File: src/hdl/irq_halt_pkg.sv
package irq_halt_pkg;

	localparam int PC_W        = 12;
	localparam int FLAG_W      = 5;
	localparam int STACK_DEPTH = 3;
	localparam int SRC_N       = 3;
	localparam int PORT_W      = 4;
	localparam int OP_W        = 4;
	localparam int ADDR_W      = 32;
	localparam int DATA_W      = 32;
	localparam int CTRL_W      = 4;

	// Source index doubles as priority: lower index wins.
	localparam int SRC_TIMER8   = 0;
	localparam int SRC_EXT      = 1;
	localparam int SRC_INTERVAL = 2;

	localparam logic [PC_W-1:0] VEC_TIMER8   = 12'h003;
	localparam logic [PC_W-1:0] VEC_EXT      = 12'h002;
	localparam logic [PC_W-1:0] VEC_INTERVAL = 12'h001;

	localparam logic [OP_W-1:0] HALT_OP_TIMER = 4'h2;
	localparam logic [OP_W-1:0] HALT_OP_ANY   = 4'h8;
	localparam logic [OP_W-1:0] STOP_OP_PORT  = 4'h8;

	localparam logic [ADDR_W-1:0] CTRL_OFFSET   = 32'h0000_0000;
	localparam logic [ADDR_W-1:0] REQ_OFFSET    = 32'h0000_0004;
	localparam logic [ADDR_W-1:0] STATUS_OFFSET = 32'h0000_0008;

	localparam int CTRL_EDGE_BIT   = 0;
	localparam int CTRL_T8_EN_BIT  = 1;
	localparam int CTRL_EXT_EN_BIT = 2;
	localparam int CTRL_INT_EN_BIT = 3;

	localparam int ST_PIN_BIT   = 0;
	localparam int ST_HALT_BIT  = 1;
	localparam int ST_STOP_BIT  = 2;
	localparam int ST_DEPTH_LSB = 4;

	localparam logic [CTRL_W-1:0] CTRL_RESET = 4'h0;
	localparam logic [SRC_N-1:0]  REQ_RESET  = 3'h0;

	typedef enum logic [1:0] {
		ST_RUN        = 2'b00,
		ST_HALT_TIMER = 2'b01,
		ST_HALT_ANY   = 2'b10,
		ST_STOP       = 2'b11
	} standby_state_t;

	typedef struct packed {
		logic              cycleEnd;
		logic              secondPending;
		logic              masterEnableInstr;
		logic              masterDisableInstr;
		logic              returnInstr;
		logic              haltInstr;
		logic              stopInstr;
		logic [OP_W-1:0]   operand;
		logic [PC_W-1:0]   returnPc;
		logic [FLAG_W-1:0] flags;
	} seq_cmd_t;

	typedef struct packed {
		logic              take;
		logic [PC_W-1:0]   vector;
		logic              resume;
		logic              restoreValid;
		logic [PC_W-1:0]   restorePc;
		logic [FLAG_W-1:0] restoreFlags;
		logic              halted;
		logic              stopped;
	} seq_rsp_t;

	typedef struct packed {
		logic [PC_W-1:0]   pc;
		logic [FLAG_W-1:0] flags;
	} stack_entry_t;

	typedef struct packed {
		logic              psel;
		logic              penable;
		logic              pwrite;
		logic [ADDR_W-1:0] paddr;
		logic [DATA_W-1:0] pwdata;
	} apb_req_t;

	typedef struct packed {
		logic [DATA_W-1:0] prdata;
		logic              pready;
		logic              pslverr;
	} apb_rsp_t;

endpackage

File: src/hdl/interrupt_and_halt_control.sv
// The placing of the registers and register access over APB were decided locally.
module interrupt_and_halt_control #(
	parameter int STACK_DEPTH = irq_halt_pkg::STACK_DEPTH
) (
	// Clock and reset.
	input  wire logic                          clk_sys,
	input  wire logic                          rst,
	// Register bus.
	input  wire irq_halt_pkg::apb_req_t        apbReq,
	output      irq_halt_pkg::apb_rsp_t        apbRsp,
	// Event sources and pins.
	input  wire logic                          timer8Event,
	input  wire logic                          intervalTimerEvent,
	input  wire logic                          extIntPin,
	input  wire logic [irq_halt_pkg::PORT_W-1:0] wakePortAPins,
	input  wire logic [irq_halt_pkg::PORT_W-1:0] wakePortBPins,
	// Instruction sequencer.
	input  wire irq_halt_pkg::seq_cmd_t        seqCmd,
	output      irq_halt_pkg::seq_rsp_t        seqRsp
);

	localparam int SP_W = $clog2(STACK_DEPTH + 1);
	localparam int SRC_N = irq_halt_pkg::SRC_N;

	irq_halt_pkg::standby_state_t  state_reg;
	irq_halt_pkg::stack_entry_t    stack_reg [STACK_DEPTH];
	logic [irq_halt_pkg::CTRL_W-1:0] ctrl_reg;
	logic [SRC_N-1:0]              req_reg;
	logic [SRC_N-1:0]              req_next;
	logic [SRC_N-1:0]              enableVec;
	logic [SRC_N-1:0]              enabledPend;
	logic [SRC_N-1:0]              setEvents;
	logic [SRC_N-1:0]              clearMask;
	logic [SRC_N-1:0]              baseReq;
	logic [SRC_N-1:0]              takeSel;
	logic [irq_halt_pkg::PC_W-1:0] takeVector;
	logic [SP_W-1:0]               sp_reg;
	logic [SP_W-1:0]               spBase;
	logic                          extPinPrev_reg;
	logic                          pinPrimed_reg;
	logic                          masterEnable_reg;
	logic                          masterArm_reg;
	logic                          take_reg;
	logic [irq_halt_pkg::PC_W-1:0] vector_reg;
	logic                          resume_reg;
	logic                          restoreValid_reg;
	irq_halt_pkg::stack_entry_t    restore_reg;
	logic [irq_halt_pkg::DATA_W-1:0] prdata_reg;
	logic                          slverr_reg;
	logic                          extEdge;
	logic                          apbWrite;
	logic                          apbSetup;
	logic                          writeCtrl;
	logic                          writeReq;
	logic                          inRun;
	logic                          halted;
	logic                          portsAllHigh;
	logic                          portLow;
	logic                          acceptGate;
	logic                          normalTake;
	logic                          haltRelease;
	logic                          haltBranch;
	logic                          haltTake;
	logic                          haltResume;
	logic                          take;
	logic                          popDo;
	logic                          pushDo;
	logic                          stopRelease;

	assign apbWrite  = apbReq.psel & apbReq.penable & apbReq.pwrite;
	assign apbSetup  = apbReq.psel & ~apbReq.penable;
	assign writeCtrl = apbWrite & (apbReq.paddr == irq_halt_pkg::CTRL_OFFSET);
	assign writeReq  = apbWrite & (apbReq.paddr == irq_halt_pkg::REQ_OFFSET);

	assign inRun        = (state_reg == irq_halt_pkg::ST_RUN);
	assign halted       = (state_reg == irq_halt_pkg::ST_HALT_TIMER) ||
	                      (state_reg == irq_halt_pkg::ST_HALT_ANY);
	assign portsAllHigh = &{wakePortAPins, wakePortBPins};
	assign portLow      = ~portsAllHigh;
	assign stopRelease  = (state_reg == irq_halt_pkg::ST_STOP) & portLow;

	// The first sample after reset only primes the edge detector, so a pin that is
	// already high when reset lifts does not look like a rising edge.
	assign extEdge = pinPrimed_reg & (ctrl_reg[irq_halt_pkg::CTRL_EDGE_BIT] ?
	                 (extPinPrev_reg & ~extIntPin) : (~extPinPrev_reg & extIntPin));

	always_comb begin
		enableVec = '0;
		enableVec[irq_halt_pkg::SRC_TIMER8]   = ctrl_reg[irq_halt_pkg::CTRL_T8_EN_BIT];
		enableVec[irq_halt_pkg::SRC_EXT]      = ctrl_reg[irq_halt_pkg::CTRL_EXT_EN_BIT];
		enableVec[irq_halt_pkg::SRC_INTERVAL] = ctrl_reg[irq_halt_pkg::CTRL_INT_EN_BIT];
		setEvents = '0;
		setEvents[irq_halt_pkg::SRC_TIMER8]   = timer8Event;
		setEvents[irq_halt_pkg::SRC_EXT]      = extEdge;
		setEvents[irq_halt_pkg::SRC_INTERVAL] = intervalTimerEvent;
	end

	assign enabledPend = req_reg & enableVec;

	// Fixed priority pick among enabled pending sources.
	always_comb begin
		takeSel    = '0;
		takeVector = irq_halt_pkg::VEC_INTERVAL;
		if (enabledPend[irq_halt_pkg::SRC_TIMER8]) begin
			takeSel[irq_halt_pkg::SRC_TIMER8] = 1'b1;
			takeVector = irq_halt_pkg::VEC_TIMER8;
		end else if (enabledPend[irq_halt_pkg::SRC_EXT]) begin
			takeSel[irq_halt_pkg::SRC_EXT] = 1'b1;
			takeVector = irq_halt_pkg::VEC_EXT;
		end else if (enabledPend[irq_halt_pkg::SRC_INTERVAL]) begin
			takeSel[irq_halt_pkg::SRC_INTERVAL] = 1'b1;
			takeVector = irq_halt_pkg::VEC_INTERVAL;
		end
	end

	// An armed enable counts at the boundary that closes the following instruction.
	assign acceptGate = (masterEnable_reg | masterArm_reg) & ~seqCmd.masterDisableInstr;
	assign normalTake = inRun & seqCmd.cycleEnd & ~seqCmd.secondPending &
	                    acceptGate & (|enabledPend);

	always_comb begin
		haltRelease = 1'b0;
		haltBranch  = 1'b0;
		unique case (state_reg)
			irq_halt_pkg::ST_RUN: begin
				haltRelease = 1'b0;
			end
			irq_halt_pkg::ST_HALT_TIMER: begin
				haltRelease = req_reg[irq_halt_pkg::SRC_TIMER8];
				haltBranch  = masterEnable_reg & enableVec[irq_halt_pkg::SRC_TIMER8];
			end
			irq_halt_pkg::ST_HALT_ANY: begin
				haltRelease = portLow | (|enabledPend);
				haltBranch  = masterEnable_reg & (|enabledPend);
			end
			irq_halt_pkg::ST_STOP: begin
				haltRelease = 1'b0;
			end
		endcase
	end

	assign haltTake   = halted & haltRelease & haltBranch;
	assign haltResume = halted & haltRelease & ~haltBranch;
	assign take       = normalTake | haltTake;

	// Standby state machine.
	always_ff @(posedge clk_sys) begin
		if (rst) begin
			state_reg <= irq_halt_pkg::ST_RUN;
		end else begin
			unique case (state_reg)
				irq_halt_pkg::ST_RUN: begin
					// Entry is judged on the flags as they stand, so clearing an enabled
					// request just before the halt can leave a stale view behind.
					if (seqCmd.cycleEnd & ~seqCmd.secondPending & ~normalTake) begin
						if (seqCmd.haltInstr & (seqCmd.operand == irq_halt_pkg::HALT_OP_TIMER) &
						    ~req_reg[irq_halt_pkg::SRC_TIMER8]) begin
							state_reg <= irq_halt_pkg::ST_HALT_TIMER;
						end else if (seqCmd.haltInstr &
						             (seqCmd.operand == irq_halt_pkg::HALT_OP_ANY) &
						             (enabledPend == '0) & portsAllHigh) begin
							state_reg <= irq_halt_pkg::ST_HALT_ANY;
						end else if (seqCmd.stopInstr &
						             (seqCmd.operand == irq_halt_pkg::STOP_OP_PORT) &
						             portsAllHigh) begin
							state_reg <= irq_halt_pkg::ST_STOP;
						end
						// Any other halt or stop falls through as a no-operation.
					end
				end
				irq_halt_pkg::ST_HALT_TIMER, irq_halt_pkg::ST_HALT_ANY: begin
					if (haltRelease) begin
						state_reg <= irq_halt_pkg::ST_RUN;
					end
				end
				irq_halt_pkg::ST_STOP: begin
					// After stop the core waits in timer halt for the oscillator to settle.
					if (portLow) begin
						state_reg <= irq_halt_pkg::ST_HALT_TIMER;
					end
				end
			endcase
		end
	end

	// Request flags: a source event wins over an acceptance clear or a software 0.
	always_comb begin
		baseReq   = writeReq ? apbReq.pwdata[SRC_N-1:0] : req_reg;
		clearMask = take ? takeSel : '0;
		if (stopRelease) begin
			clearMask[irq_halt_pkg::SRC_TIMER8] = 1'b1;
		end
		req_next = (baseReq & ~clearMask) | setEvents;
	end

	always_ff @(posedge clk_sys) begin
		if (rst) begin
			req_reg <= irq_halt_pkg::REQ_RESET;
		end else begin
			req_reg <= req_next;
		end
	end

	always_ff @(posedge clk_sys) begin
		if (rst) begin
			ctrl_reg <= irq_halt_pkg::CTRL_RESET;
		end else if (writeCtrl) begin
			ctrl_reg <= apbReq.pwdata[irq_halt_pkg::CTRL_W-1:0];
		end
	end

	always_ff @(posedge clk_sys) begin
		if (rst) begin
			extPinPrev_reg <= 1'b0;
			pinPrimed_reg  <= 1'b0;
		end else begin
			extPinPrev_reg <= extIntPin;
			pinPrimed_reg  <= 1'b1;
		end
	end

	// Master enable is not visible on the register bus.
	always_ff @(posedge clk_sys) begin
		if (rst) begin
			masterEnable_reg <= 1'b0;
			masterArm_reg    <= 1'b0;
		end else begin
			if (take) begin
				masterEnable_reg <= 1'b0;
			end else if (seqCmd.cycleEnd & seqCmd.masterDisableInstr) begin
				masterEnable_reg <= 1'b0;
			end else if (seqCmd.cycleEnd & masterArm_reg) begin
				masterEnable_reg <= 1'b1;
			end
			if (seqCmd.cycleEnd) begin
				masterArm_reg <= seqCmd.masterEnableInstr & ~seqCmd.masterDisableInstr;
			end
		end
	end

	// Hardware stack; a push beyond the last level is dropped.
	assign popDo  = inRun & seqCmd.cycleEnd & seqCmd.returnInstr & (sp_reg != '0);
	assign spBase = popDo ? SP_W'(sp_reg - 1'b1) : sp_reg;
	assign pushDo = take & (spBase < SP_W'(STACK_DEPTH));

	always_ff @(posedge clk_sys) begin
		if (pushDo) begin
			stack_reg[spBase] <= '{pc: seqCmd.returnPc, flags: seqCmd.flags};
		end
	end

	always_ff @(posedge clk_sys) begin
		if (rst) begin
			sp_reg <= '0;
		end else begin
			sp_reg <= SP_W'(spBase + SP_W'(pushDo));
		end
	end

	// Sequencer answers, each one clock after its cause.
	always_ff @(posedge clk_sys) begin
		if (rst) begin
			take_reg         <= 1'b0;
			vector_reg       <= '0;
			resume_reg       <= 1'b0;
			restoreValid_reg <= 1'b0;
			restore_reg      <= '0;
		end else begin
			take_reg         <= take;
			resume_reg       <= haltResume;
			restoreValid_reg <= popDo;
			if (take) begin
				vector_reg <= takeVector;
			end
			if (popDo) begin
				restore_reg <= stack_reg[spBase];
			end
		end
	end

	assign seqRsp.take         = take_reg;
	assign seqRsp.vector       = vector_reg;
	assign seqRsp.resume       = resume_reg;
	assign seqRsp.restoreValid = restoreValid_reg;
	assign seqRsp.restorePc    = restore_reg.pc;
	assign seqRsp.restoreFlags = restore_reg.flags;
	assign seqRsp.halted       = halted;
	assign seqRsp.stopped      = (state_reg == irq_halt_pkg::ST_STOP);

	// Read data is captured in the setup phase so that prdata comes from a flip-flop.
	always_ff @(posedge clk_sys) begin
		if (rst) begin
			prdata_reg <= '0;
			slverr_reg <= 1'b0;
		end else if (apbSetup) begin
			prdata_reg <= '0;
			slverr_reg <= 1'b0;
			if (apbReq.paddr == irq_halt_pkg::CTRL_OFFSET) begin
				prdata_reg <= irq_halt_pkg::DATA_W'(ctrl_reg);
			end else if (apbReq.paddr == irq_halt_pkg::REQ_OFFSET) begin
				prdata_reg <= irq_halt_pkg::DATA_W'(req_reg);
			end else if (apbReq.paddr == irq_halt_pkg::STATUS_OFFSET) begin
				prdata_reg[irq_halt_pkg::ST_PIN_BIT]  <= extIntPin;
				prdata_reg[irq_halt_pkg::ST_HALT_BIT] <= halted;
				prdata_reg[irq_halt_pkg::ST_STOP_BIT] <= (state_reg == irq_halt_pkg::ST_STOP);
				prdata_reg[irq_halt_pkg::ST_DEPTH_LSB +: SP_W] <= sp_reg;
			end else begin
				slverr_reg <= 1'b1;
			end
		end
	end

	assign apbRsp.prdata  = prdata_reg;
	assign apbRsp.pready  = apbReq.psel & apbReq.penable;
	assign apbRsp.pslverr = apbReq.psel & apbReq.penable & slverr_reg;

	property p_extEdge;
		@(posedge clk_sys) disable iff (rst)
		(pinPrimed_reg && !ctrl_reg[irq_halt_pkg::CTRL_EDGE_BIT] && !extPinPrev_reg && extIntPin)
		|=> req_reg[irq_halt_pkg::SRC_EXT];
	endproperty
	a_extEdge: assert property (p_extEdge) else $error("rising edge not latched");

	property p_maskedHeld;
		@(posedge clk_sys) disable iff (rst)
		(req_reg[irq_halt_pkg::SRC_INTERVAL] && !enableVec[irq_halt_pkg::SRC_INTERVAL] && !writeReq)
		|=> req_reg[irq_halt_pkg::SRC_INTERVAL] &&
		    !(take_reg && vector_reg == irq_halt_pkg::VEC_INTERVAL);
	endproperty
	a_maskedHeld: assert property (p_maskedHeld) else $error("masked request lost");

	property p_acceptClears;
		@(posedge clk_sys) disable iff (rst)
		(take && enabledPend[irq_halt_pkg::SRC_TIMER8] && !timer8Event && !writeReq)
		|=> !req_reg[irq_halt_pkg::SRC_TIMER8] && take_reg &&
		    vector_reg == irq_halt_pkg::VEC_TIMER8 ##1 !take_reg || halted;
	endproperty
	a_acceptClears: assert property (p_acceptClears) else $error("accept did not clear");

	property p_priority;
		@(posedge clk_sys) disable iff (rst)
		(take && !enabledPend[irq_halt_pkg::SRC_TIMER8] && enabledPend[irq_halt_pkg::SRC_EXT])
		|=> vector_reg == irq_halt_pkg::VEC_EXT && req_reg[irq_halt_pkg::SRC_INTERVAL] ==
		    ($past(writeReq ? apbReq.pwdata[irq_halt_pkg::SRC_INTERVAL] :
		           req_reg[irq_halt_pkg::SRC_INTERVAL]) | $past(intervalTimerEvent));
	endproperty
	a_priority: assert property (p_priority) else $error("wrong priority order");

	property p_twoCycle;
		@(posedge clk_sys) disable iff (rst)
		(inRun && seqCmd.cycleEnd && seqCmd.secondPending) |=> !take_reg;
	endproperty
	a_twoCycle: assert property (p_twoCycle) else $error("accept inside two-cycle op");

	property p_enableDelay;
		@(posedge clk_sys) disable iff (rst)
		(inRun && seqCmd.cycleEnd && seqCmd.masterEnableInstr && !masterEnable_reg &&
		 !masterArm_reg) |=> !take_reg && !masterEnable_reg;
	endproperty
	a_enableDelay: assert property (p_enableDelay) else $error("enable took effect early");

	property p_acceptDisables;
		@(posedge clk_sys) disable iff (rst)
		take |=> !masterEnable_reg && take_reg && sp_reg == $past(pushDo ? spBase + 1'b1 : spBase);
	endproperty
	a_acceptDisables: assert property (p_acceptDisables) else $error("accept left enable");

	property p_haltNop;
		@(posedge clk_sys) disable iff (rst)
		(inRun && seqCmd.cycleEnd && seqCmd.haltInstr && !seqCmd.secondPending &&
		 seqCmd.operand == irq_halt_pkg::HALT_OP_TIMER && req_reg[irq_halt_pkg::SRC_TIMER8])
		|=> state_reg == irq_halt_pkg::ST_RUN;
	endproperty
	a_haltNop: assert property (p_haltNop) else $error("halt entered with timer flag");

	property p_portResume;
		@(posedge clk_sys) disable iff (rst)
		(state_reg == irq_halt_pkg::ST_HALT_ANY && portLow && enabledPend == '0)
		|=> inRun && resume_reg && !take_reg ##1 !resume_reg;
	endproperty
	a_portResume: assert property (p_portResume) else $error("port release failed");

	property p_timerRelease;
		@(posedge clk_sys) disable iff (rst)
		(state_reg == irq_halt_pkg::ST_HALT_TIMER && req_reg[irq_halt_pkg::SRC_TIMER8])
		|=> inRun && (take_reg != resume_reg) &&
		    take_reg == $past(masterEnable_reg && enableVec[irq_halt_pkg::SRC_TIMER8]);
	endproperty
	a_timerRelease: assert property (p_timerRelease) else $error("timer halt exit wrong");

	property p_restore;
		@(posedge clk_sys) disable iff (rst)
		popDo |=> restoreValid_reg ##1 !restoreValid_reg || $past(popDo);
	endproperty
	a_restore: assert property (p_restore) else $error("return restore late");

	property p_stopHold;
		@(posedge clk_sys) disable iff (rst)
		(state_reg == irq_halt_pkg::ST_STOP && portsAllHigh) |=> state_reg == irq_halt_pkg::ST_STOP;
	endproperty
	a_stopHold: assert property (p_stopHold) else $error("stop left without port low");

	property p_coverTake;
		@(posedge clk_sys) disable iff (rst) normalTake ##1 take_reg;
	endproperty
	c_coverTake: cover property (p_coverTake);

	property p_coverHaltBranch;
		@(posedge clk_sys) disable iff (rst) haltTake;
	endproperty
	c_coverHaltBranch: cover property (p_coverHaltBranch);

	property p_coverStopExit;
		@(posedge clk_sys) disable iff (rst) stopRelease ##1 halted;
	endproperty
	c_coverStopExit: cover property (p_coverStopExit);

endmodule

File: config.mk
export PLATFORM = sky130hd
export DESIGN_NAME = interrupt_and_halt_control
export DESIGN_NICKNAME = d
export VERILOG_FILES = /design/src/hdl/irq_halt_pkg.sv /design/src/hdl/interrupt_and_halt_control.sv
export SDC_FILE = /design/constraint.sdc
export NUM_CORES = 1
export LEC_CHECK = 0
export CORE_ASPECT_RATIO = 1.4
export CORE_MARGIN = 2
export CORE_UTILIZATION = 30
export DETAILED_ROUTE_END_ITERATION = 10
export DONT_BUFFER_PORTS = 1
export MAX_ROUTING_LAYER = met4
export PLACE_DENSITY = 0.49
export SETUP_SLACK_MARGIN = 0.5
export SYNTH_ARGS = -nofsm -noshare
export SYNTH_HDL_FRONTEND = slang
export SYNTH_SLANG_ARGS = --single-unit
File: constraint.sdc
create_clock -name clk_sys -period 6.1 [get_ports clk_sys]
set_clock_uncertainty 0.05 [all_clocks]
set_input_delay 0.305 -clock clk_sys [delete_from_list [all_inputs] [get_ports clk_sys]]
set_output_delay 0.305 -clock clk_sys [all_outputs]
set_load 0.01 [all_outputs]
Word-level counts from Yosys, hierarchy flattened. Memories as Yosys holds them, arrays and structs flattened. A register that Yosys moved wholly into a read port is not among the register bits. Cells that the tools add are included.

Bitwise logic cells: 51. Reductions and logical operators: 11. Muxes and demuxes: 32. $lt $le $gt $ge: 1. $add $sub $neg: 2. Equality and inequality tests: 11.

Operators by type and width (count): $and A1 B1 Y1 (35); $eq A32 B3 Y1 const B (1); $eq A32 B4 Y1 const B (1); $logic_not A32 Y1 (1); $mux W2 (12); $mux W1 (12); $mux W3 (4); $not A1 Y1 (9); $reduce_and A8 Y1 (1); $and A3 B3 Y3 (2); $mux W6 (1); $pmux W2 S3 (1); $reduce_or A3 Y1 (2); $eq A2 B2 Y1 const B (2); $eq A4 B2 Y1 const B (1); $eq A4 B4 Y1 const B (1); $ne A2 B2 Y1 const B (2); $ne A4 B1 Y1 const B (1); $reduce_and A4 Y1 (1); $reduce_or A2 Y1 (2); $logic_not A3 Y1 (1); $not A3 Y3 (1); $or A1 B1 Y1 (3); $or A3 B3 Y3 (1); other kinds (10) (10).

Register bits: 63. Output and inout port bits: 68. Memories: 1. Bits in writable memories: 51. Logic and storage cells: 123.

Memory list: stack_reg (words 3, width 17, rd ports 1, clocked after memory_dff 1, wr ports 1, RTL line interrupt_and_halt_control.sv:26) `irq_halt_pkg::stack_entry_t stack_reg [STACK_DEPTH];`.

Longest topological paths before layout.
Word-level depth: 12. Depth in mapped cells: 10. Mapped depth without buffers: 9.

Worst setup path after synthesis. No wires, ideal clock.

Kind: register to register. Start point: register state_reg[0]. End point: memory stack_reg[1][0] (netlist bit), enable pin. Buffers on the path: 2. Period minus slack after synthesis: 3.002 ns. Cell stages (with the launch flop): 8. Data arrival time: 2.540 ns. Library setup time: 0.412 ns. Slack: 3.098 ns. Data required time: 5.638 ns. Cells stage by stage: dfxtp_1 -> inv_1 -> ha_1 -> nand4b_1 -> xnor2_1 -> buf_2 -> buf_2 -> nor3_1.

Word-level cells in the longest chain between the ends: 9. Elaborated cells between the ends (all ways): 22. Those cells by class: order compare (1); eq/ne (3); mux (5); bitwise (10); reduce/logical (3).

Ends and longest elaborated chain: from (decl) (RTL line interrupt_and_halt_control.sv:25) `irq_halt_pkg::standby_state_t state_reg;`; from (signal assigned) (RTL line interrupt_and_halt_control.sv:149) `state_reg <= irq_halt_pkg::ST_RUN;`; from (signal assigned) (RTL line interrupt_and_halt_control.sv:158) `state_reg <= irq_halt_pkg::ST_HALT_TIMER;`; from (signal assigned) (RTL line interrupt_and_halt_control.sv:162) `state_reg <= irq_halt_pkg::ST_HALT_ANY;`; $eq A2 B2 Y1 or $logic_not A2 Y1 (tied branches) (RTL line interrupt_and_halt_control.sv:124, interrupt_and_halt_control.sv:75); $reduce_or A2 Y1 (no line) or $and A1 B1 Y1 (tied branches); $pmux W1 S3, or another cell as far along (RTL line interrupt_and_halt_control.sv:124) `unique case (state_reg)`; $and A1 B1 Y1 (on tied branches) (RTL line interrupt_and_halt_control.sv:142, interrupt_and_halt_control.sv:118, interrupt_and_halt_control.sv:242); $and A1 B1 Y1, or another cell as far along (RTL line interrupt_and_halt_control.sv:142) `assign haltTake = halted & haltRelease & haltBranch;`; $or A1 B1 Y1 or $lt A2 B2 Y1 (tied branches) (RTL line interrupt_and_halt_control.sv:144, interrupt_and_halt_control.sv:244); $and A1 B1 Y1 (RTL line interrupt_and_halt_control.sv:244) `assign pushDo = take & (spBase < SP_W'(STACK_DEPTH));`; $mux W1 (RTL line interrupt_and_halt_control.sv:247) `if (pushDo) begin`; $mux W1 (implied by the code) (RTL line interrupt_and_halt_control.sv:248) `stack_reg[spBase] <= '{pc: seqCmd.returnPc, flags: seqCmd.flags};`; to (decl) (RTL line interrupt_and_halt_control.sv:26).

Parallel ways exist; a longest one is shown, timed or not.

==> flow_results.xml <==
<?xml version="1.0" encoding="UTF-8"?>
<metrics>
  <group name="global_route">
    <metric name="globalRouteOverflowTotal" unit="">0</metric>
    <metric name="initial_antenna_violation_count" unit="">0</metric>
    <metric name="first_global_vias" unit="">2898</metric>
    <metric name="largest_net_degree_at_the_start_of_global_routing" unit="">36</metric>
    <metric name="global_route.usage.total" unit="%">13.7</metric>
    <metric name="grt_pass1_wl" unit="um">15100</metric>
  </group>
  <group name="die">
    <metric name="die-area" unit="um^2">15100</metric>
    <metric name="floorplan.die.height" unit="um">144</metric>
    <metric name="floorplan.rows" unit="">51</metric>
    <metric name="core_area" unit="um^2">13800</metric>
    <metric name="starting_density_of_the_core" unit="%">30.5</metric>
    <metric name="die_boundary_width" unit="um">104</metric>
    <metric name="num_io_pins" unit="">176</metric>
  </group>
  <group name="placement">
    <metric name="detailed_place_hpwl" unit="um">6820</metric>
    <metric name="numPlacedInstances" unit="">560</metric>
    <metric name="finalWeightedCongestion" unit="">0.738</metric>
    <metric name="placement.io_buffers" unit="">0</metric>
  </group>
  <group name="setup_path">
    <metric name="timing.rr.start" unit="">state_reg[0]</metric>
    <metric name="rr_worst_depth" unit="">7</metric>
    <metric name="startpoint_type" unit="">flop</metric>
    <metric name="critical_path_required" unit="ns">6.01</metric>
    <metric name="worst-path-max-fanout" unit="">17</metric>
    <metric name="cp_data_arrival_time" unit="ns">2.91</metric>
    <metric name="r2r_end" unit="">stack_reg[2][10]</metric>
    <metric name="setup.reg_to_reg.worst_slack" unit="ns">3.10</metric>
    <metric name="timing_worst_setup_path_type" unit="">reg2reg</metric>
    <metric name="endpoint_kind" unit="">flop</metric>
    <metric name="setup.worst_path.start" unit="">state_reg[0]</metric>
  </group>
  <group name="cts">
    <metric name="cts_resized" unit="">0</metric>
    <metric name="cts.clk_slew.worst_paths" unit="ns">0.07</metric>
    <metric name="numCtsBuffers" unit="">9</metric>
    <metric name="tritoncts_num_sinks" unit="">95</metric>
    <metric name="max-clock-path-buffers" unit="">2</metric>
    <metric name="cts_root_buffer" unit="">sky130_fd_sc_hd__clkbuf_16</metric>
    <metric name="cts_max_level" unit="">3</metric>
    <metric name="clk-insertion-delay-late" unit="ns">0.34</metric>
    <metric name="tritoncts" unit="">built</metric>
  </group>
  <group name="sta">
    <metric name="timing.max_slew.rel_slack" unit="%">37.5</metric>
    <metric name="final_hold_vio_count" unit="">0</metric>
    <metric name="max_clock_freq" unit="MHz">333</metric>
    <metric name="post-route-period-util" unit="%">49.2</metric>
    <metric name="rsz0062_at_grt" unit="">false</metric>
    <metric name="max_slew.worst_pin.slew" unit="ns">0.938</metric>
    <metric name="totalNegativeSetupSlack" unit="ns">0</metric>
    <metric name="hold_ws" unit="ns">0.0233</metric>
    <metric name="setup_viol_count_final" unit="">0</metric>
    <metric name="slew_violations" unit="">0</metric>
    <metric name="period_minus_slack" unit="ns">3.00</metric>
  </group>
  <group name="worst_hold_path">
    <metric name="holdPathStages" unit="">1</metric>
    <metric name="hold_path_class" unit="">in2reg</metric>
    <metric name="holdCritStartpoint" unit="">seqCmd[27]</metric>
    <metric name="whs_endpoint" unit="">masterEnable_reg</metric>
  </group>
  <group name="detailed_routing">
    <metric name="drt_first_pass_iters" unit="">4</metric>
    <metric name="vias" unit="">2846</metric>
    <metric name="detailedRoute.firstIterationViolations" unit="">96</metric>
    <metric name="vias_per_cell" unit="">4.76</metric>
    <metric name="ant_nets" unit="">0</metric>
    <metric name="drt_drc_violations_left" unit="">0</metric>
    <metric name="wl" unit="um">9830</metric>
    <metric name="wire_per_inst" unit="um">16.4</metric>
  </group>
  <group name="synth">
    <metric name="avgSynthCellArea" unit="um^2">10.7</metric>
    <metric name="seq_cells_post_synth" unit="">95</metric>
    <metric name="ys_types" unit="">45</metric>
    <metric name="yosys_warnings" unit="">0</metric>
    <metric name="yosysSeqAreaShare" unit="%">57.1</metric>
    <metric name="ys_async_sr_fraction" unit="%">0</metric>
    <metric name="mappedNetlistArea" unit="um^2">4220</metric>
    <metric name="postSynthCellCount" unit="">393</metric>
    <metric name="synth-edff-count" unit="">51</metric>
    <metric name="postSynth.topFlopCell" unit="">sky130_fd_sc_hd__edfxtp_1</metric>
  </group>
  <group name="pwr">
    <metric name="leakage" unit="uW">0.00171</metric>
    <metric name="irDropWorstVdd" unit="mV">0.161</metric>
    <metric name="share_of_power_burned_in_registers" unit="%">53.6</metric>
    <metric name="intPower" unit="uW">979</metric>
    <metric name="switching_share" unit="%">22.8</metric>
    <metric name="p_per_area" unit="nW/um^2">266</metric>
    <metric name="total_switching_power" unit="uW">288</metric>
    <metric name="power.share.combinational" unit="%">3.8</metric>
    <metric name="clock_power_share" unit="%">42.6</metric>
  </group>
  <group name="cells_and_area">
    <metric name="fillCellCount" unit="">1365</metric>
    <metric name="diodes" unit="">0</metric>
    <metric name="non_filler_cells_final" unit="">598</metric>
    <metric name="post_route_cells_drive_above_1_share" unit="%">6.54</metric>
    <metric name="layout.core_utilization" unit="%">34.4</metric>
    <metric name="largest_register_ff_count" unit="">51</metric>
    <metric name="layout-area-overhead-vs-synth" unit="%">12.8</metric>
    <metric name="finalNetCount" unit="">522</metric>
  </group>
  <group name="flow_run">
    <metric name="max_cap_viol_count" unit="">0</metric>
  </group>
  <group name="outcome">
    <metric name="status" unit="">finished clean</metric>
  </group>
</metrics>
-- per-layer routing --
layer  share of wire [%]  global-route usage, %  vias to the layer above  routed length, um
li1                    -                      -                     1367                  -
met1                  37                   12.6                     1350               3590
met2                  56                   27.1                      120               5480
met3                 6.4                   4.01                        9                627
met4                 1.3                   4.48                        0                131
met5                   0                      -                        -                  0
-- placed cells by master (no fill, tap or decap), drive strengths merged, types with 2 or more instances in the layout --
| master | count |
|---|---|
| edfxtp | 51 |
| nand2 | 50 |
| dfxtp | 44 |
| conb | 36 |
| nor2 | 31 |
| dlygate4sd3 | 22 |
| a22o | 20 |
| a31oi | 18 |
| inv | 16 |
| a21oi | 14 |
| mux2i | 11 |
| clkbuf | 10 |
| o21ai | 8 |
| nor4 | 8 |
| nor2b | 7 |
| nand3 | 7 |
| nor3 | 7 |
| ha | 6 |
| buf | 5 |
| nand2b | 4 |
| nand4 | 4 |
| and2 | 3 |
| nand3b | 3 |
| and3 | 3 |
| and4 | 2 |
| a311oi | 2 |
| a21o | 2 |
| mux2 | 2 |
| a2111oi | 2 |
| clkinvlp | 2 |
| xnor2 | 2 |
-- what timing repair did --
action / 4_1_cts / 5_1_grt
hold buffers: 13 / 9
buffers inserted: 0 / 0
endpoints found under the hold margin: 50 / 20
-- cells in the mapped netlist, drive strengths merged, types with 7 or more instances --
library cell	count	area (um^2)
edfxtp	51	1530
nand2	50	188
buf	44	327
dfxtp	44	881
nor2	31	116
a22o	20	175
a31oi	18	113
a21oi	14	70.1
clkbuf	14	52.6
inv	12	45.0
mux2i	11	110
nor4	8	56.3
o21ai	8	40.0
nand3	7	35.0
nor2b	7	43.8
nor3	7	40.0
-- final cells by class --
type	instances	area [um^2]	share of cell area, %
clock buffer	10	229	4.81
clock inverter	6	52.6	1.10
inverter	12	45.0	0.946
multi-input combinational	263	1530	32.2
sequential	95	2410	50.7
tap	185	231	4.86
timing repair buffer	27	258	5.41
-- cell families (layout without fill, tap and decap cells) --
family,count (synthesis),after routing,synth area share [%]
other,1,36,0.0888
xor gates and xnor gates,2,2,0.415
DFF,95,95,57.1
buffers and inverters,70,55,10.0
AOI/OAI and AO/OA,73,73,12.2
adders and majority gates,6,6,1.78
and+or+nand+nor,133,133,15.2
muxes,13,13,3.14
-- worst max-delay path: stages (launching register included) --
cell,delay (ns)
sky130_fd_sc_hd__dfxtp_1,0.39
sky130_fd_sc_hd__inv_1,0.08
sky130_fd_sc_hd__ha_1,0.46
sky130_fd_sc_hd__nand2_1,0.10
sky130_fd_sc_hd__nor3_1,0.24
sky130_fd_sc_hd__o21ai_1,0.32
sky130_fd_sc_hd__inv_1,0.18
sky130_fd_sc_hd__and3_1,0.79
-- power groups by stage --
stage          clock network (uW)  registers [uW]  logic, uW
6_report                      540             679       47.6
5_1_grt                       586             679       53.1
4_1_cts                       556             679       42.4
3_5_place_dp                    0             694       31.9
3_3_place_gp                    0             694       31.8
2_1_floorplan                   0             692       50.1
-- worst max path at each step --
stage | endpoint | slack, ns
floorplan | stack_reg[1][0] | 3.10
global placement | stack_reg[2][11] | 3.02
detailed placement | stack_reg[2][11] | 3.02
CTS | stack_reg[2][10] | 2.99
global route | stack_reg[2][10] | 2.75
finish | stack_reg[2][10] | 3.10
-- metrics by stage --
| stage | area [um^2] | setup WS (ns) | total power (uW) |
|---|---|---|---|
| after CTS | 4670 | 2.99 | 1280 |
| after floorplan | 4350 | 3.10 | 742 |
| after global placement | 4260 | 3.02 | 726 |
| after global routing | 4760 | 2.75 | 1320 |
| final | 4760 | 3.10 | 1270 |
| after detailed placement | 4260 | 3.02 | 726 |
(Power assumes the default switching activity.)
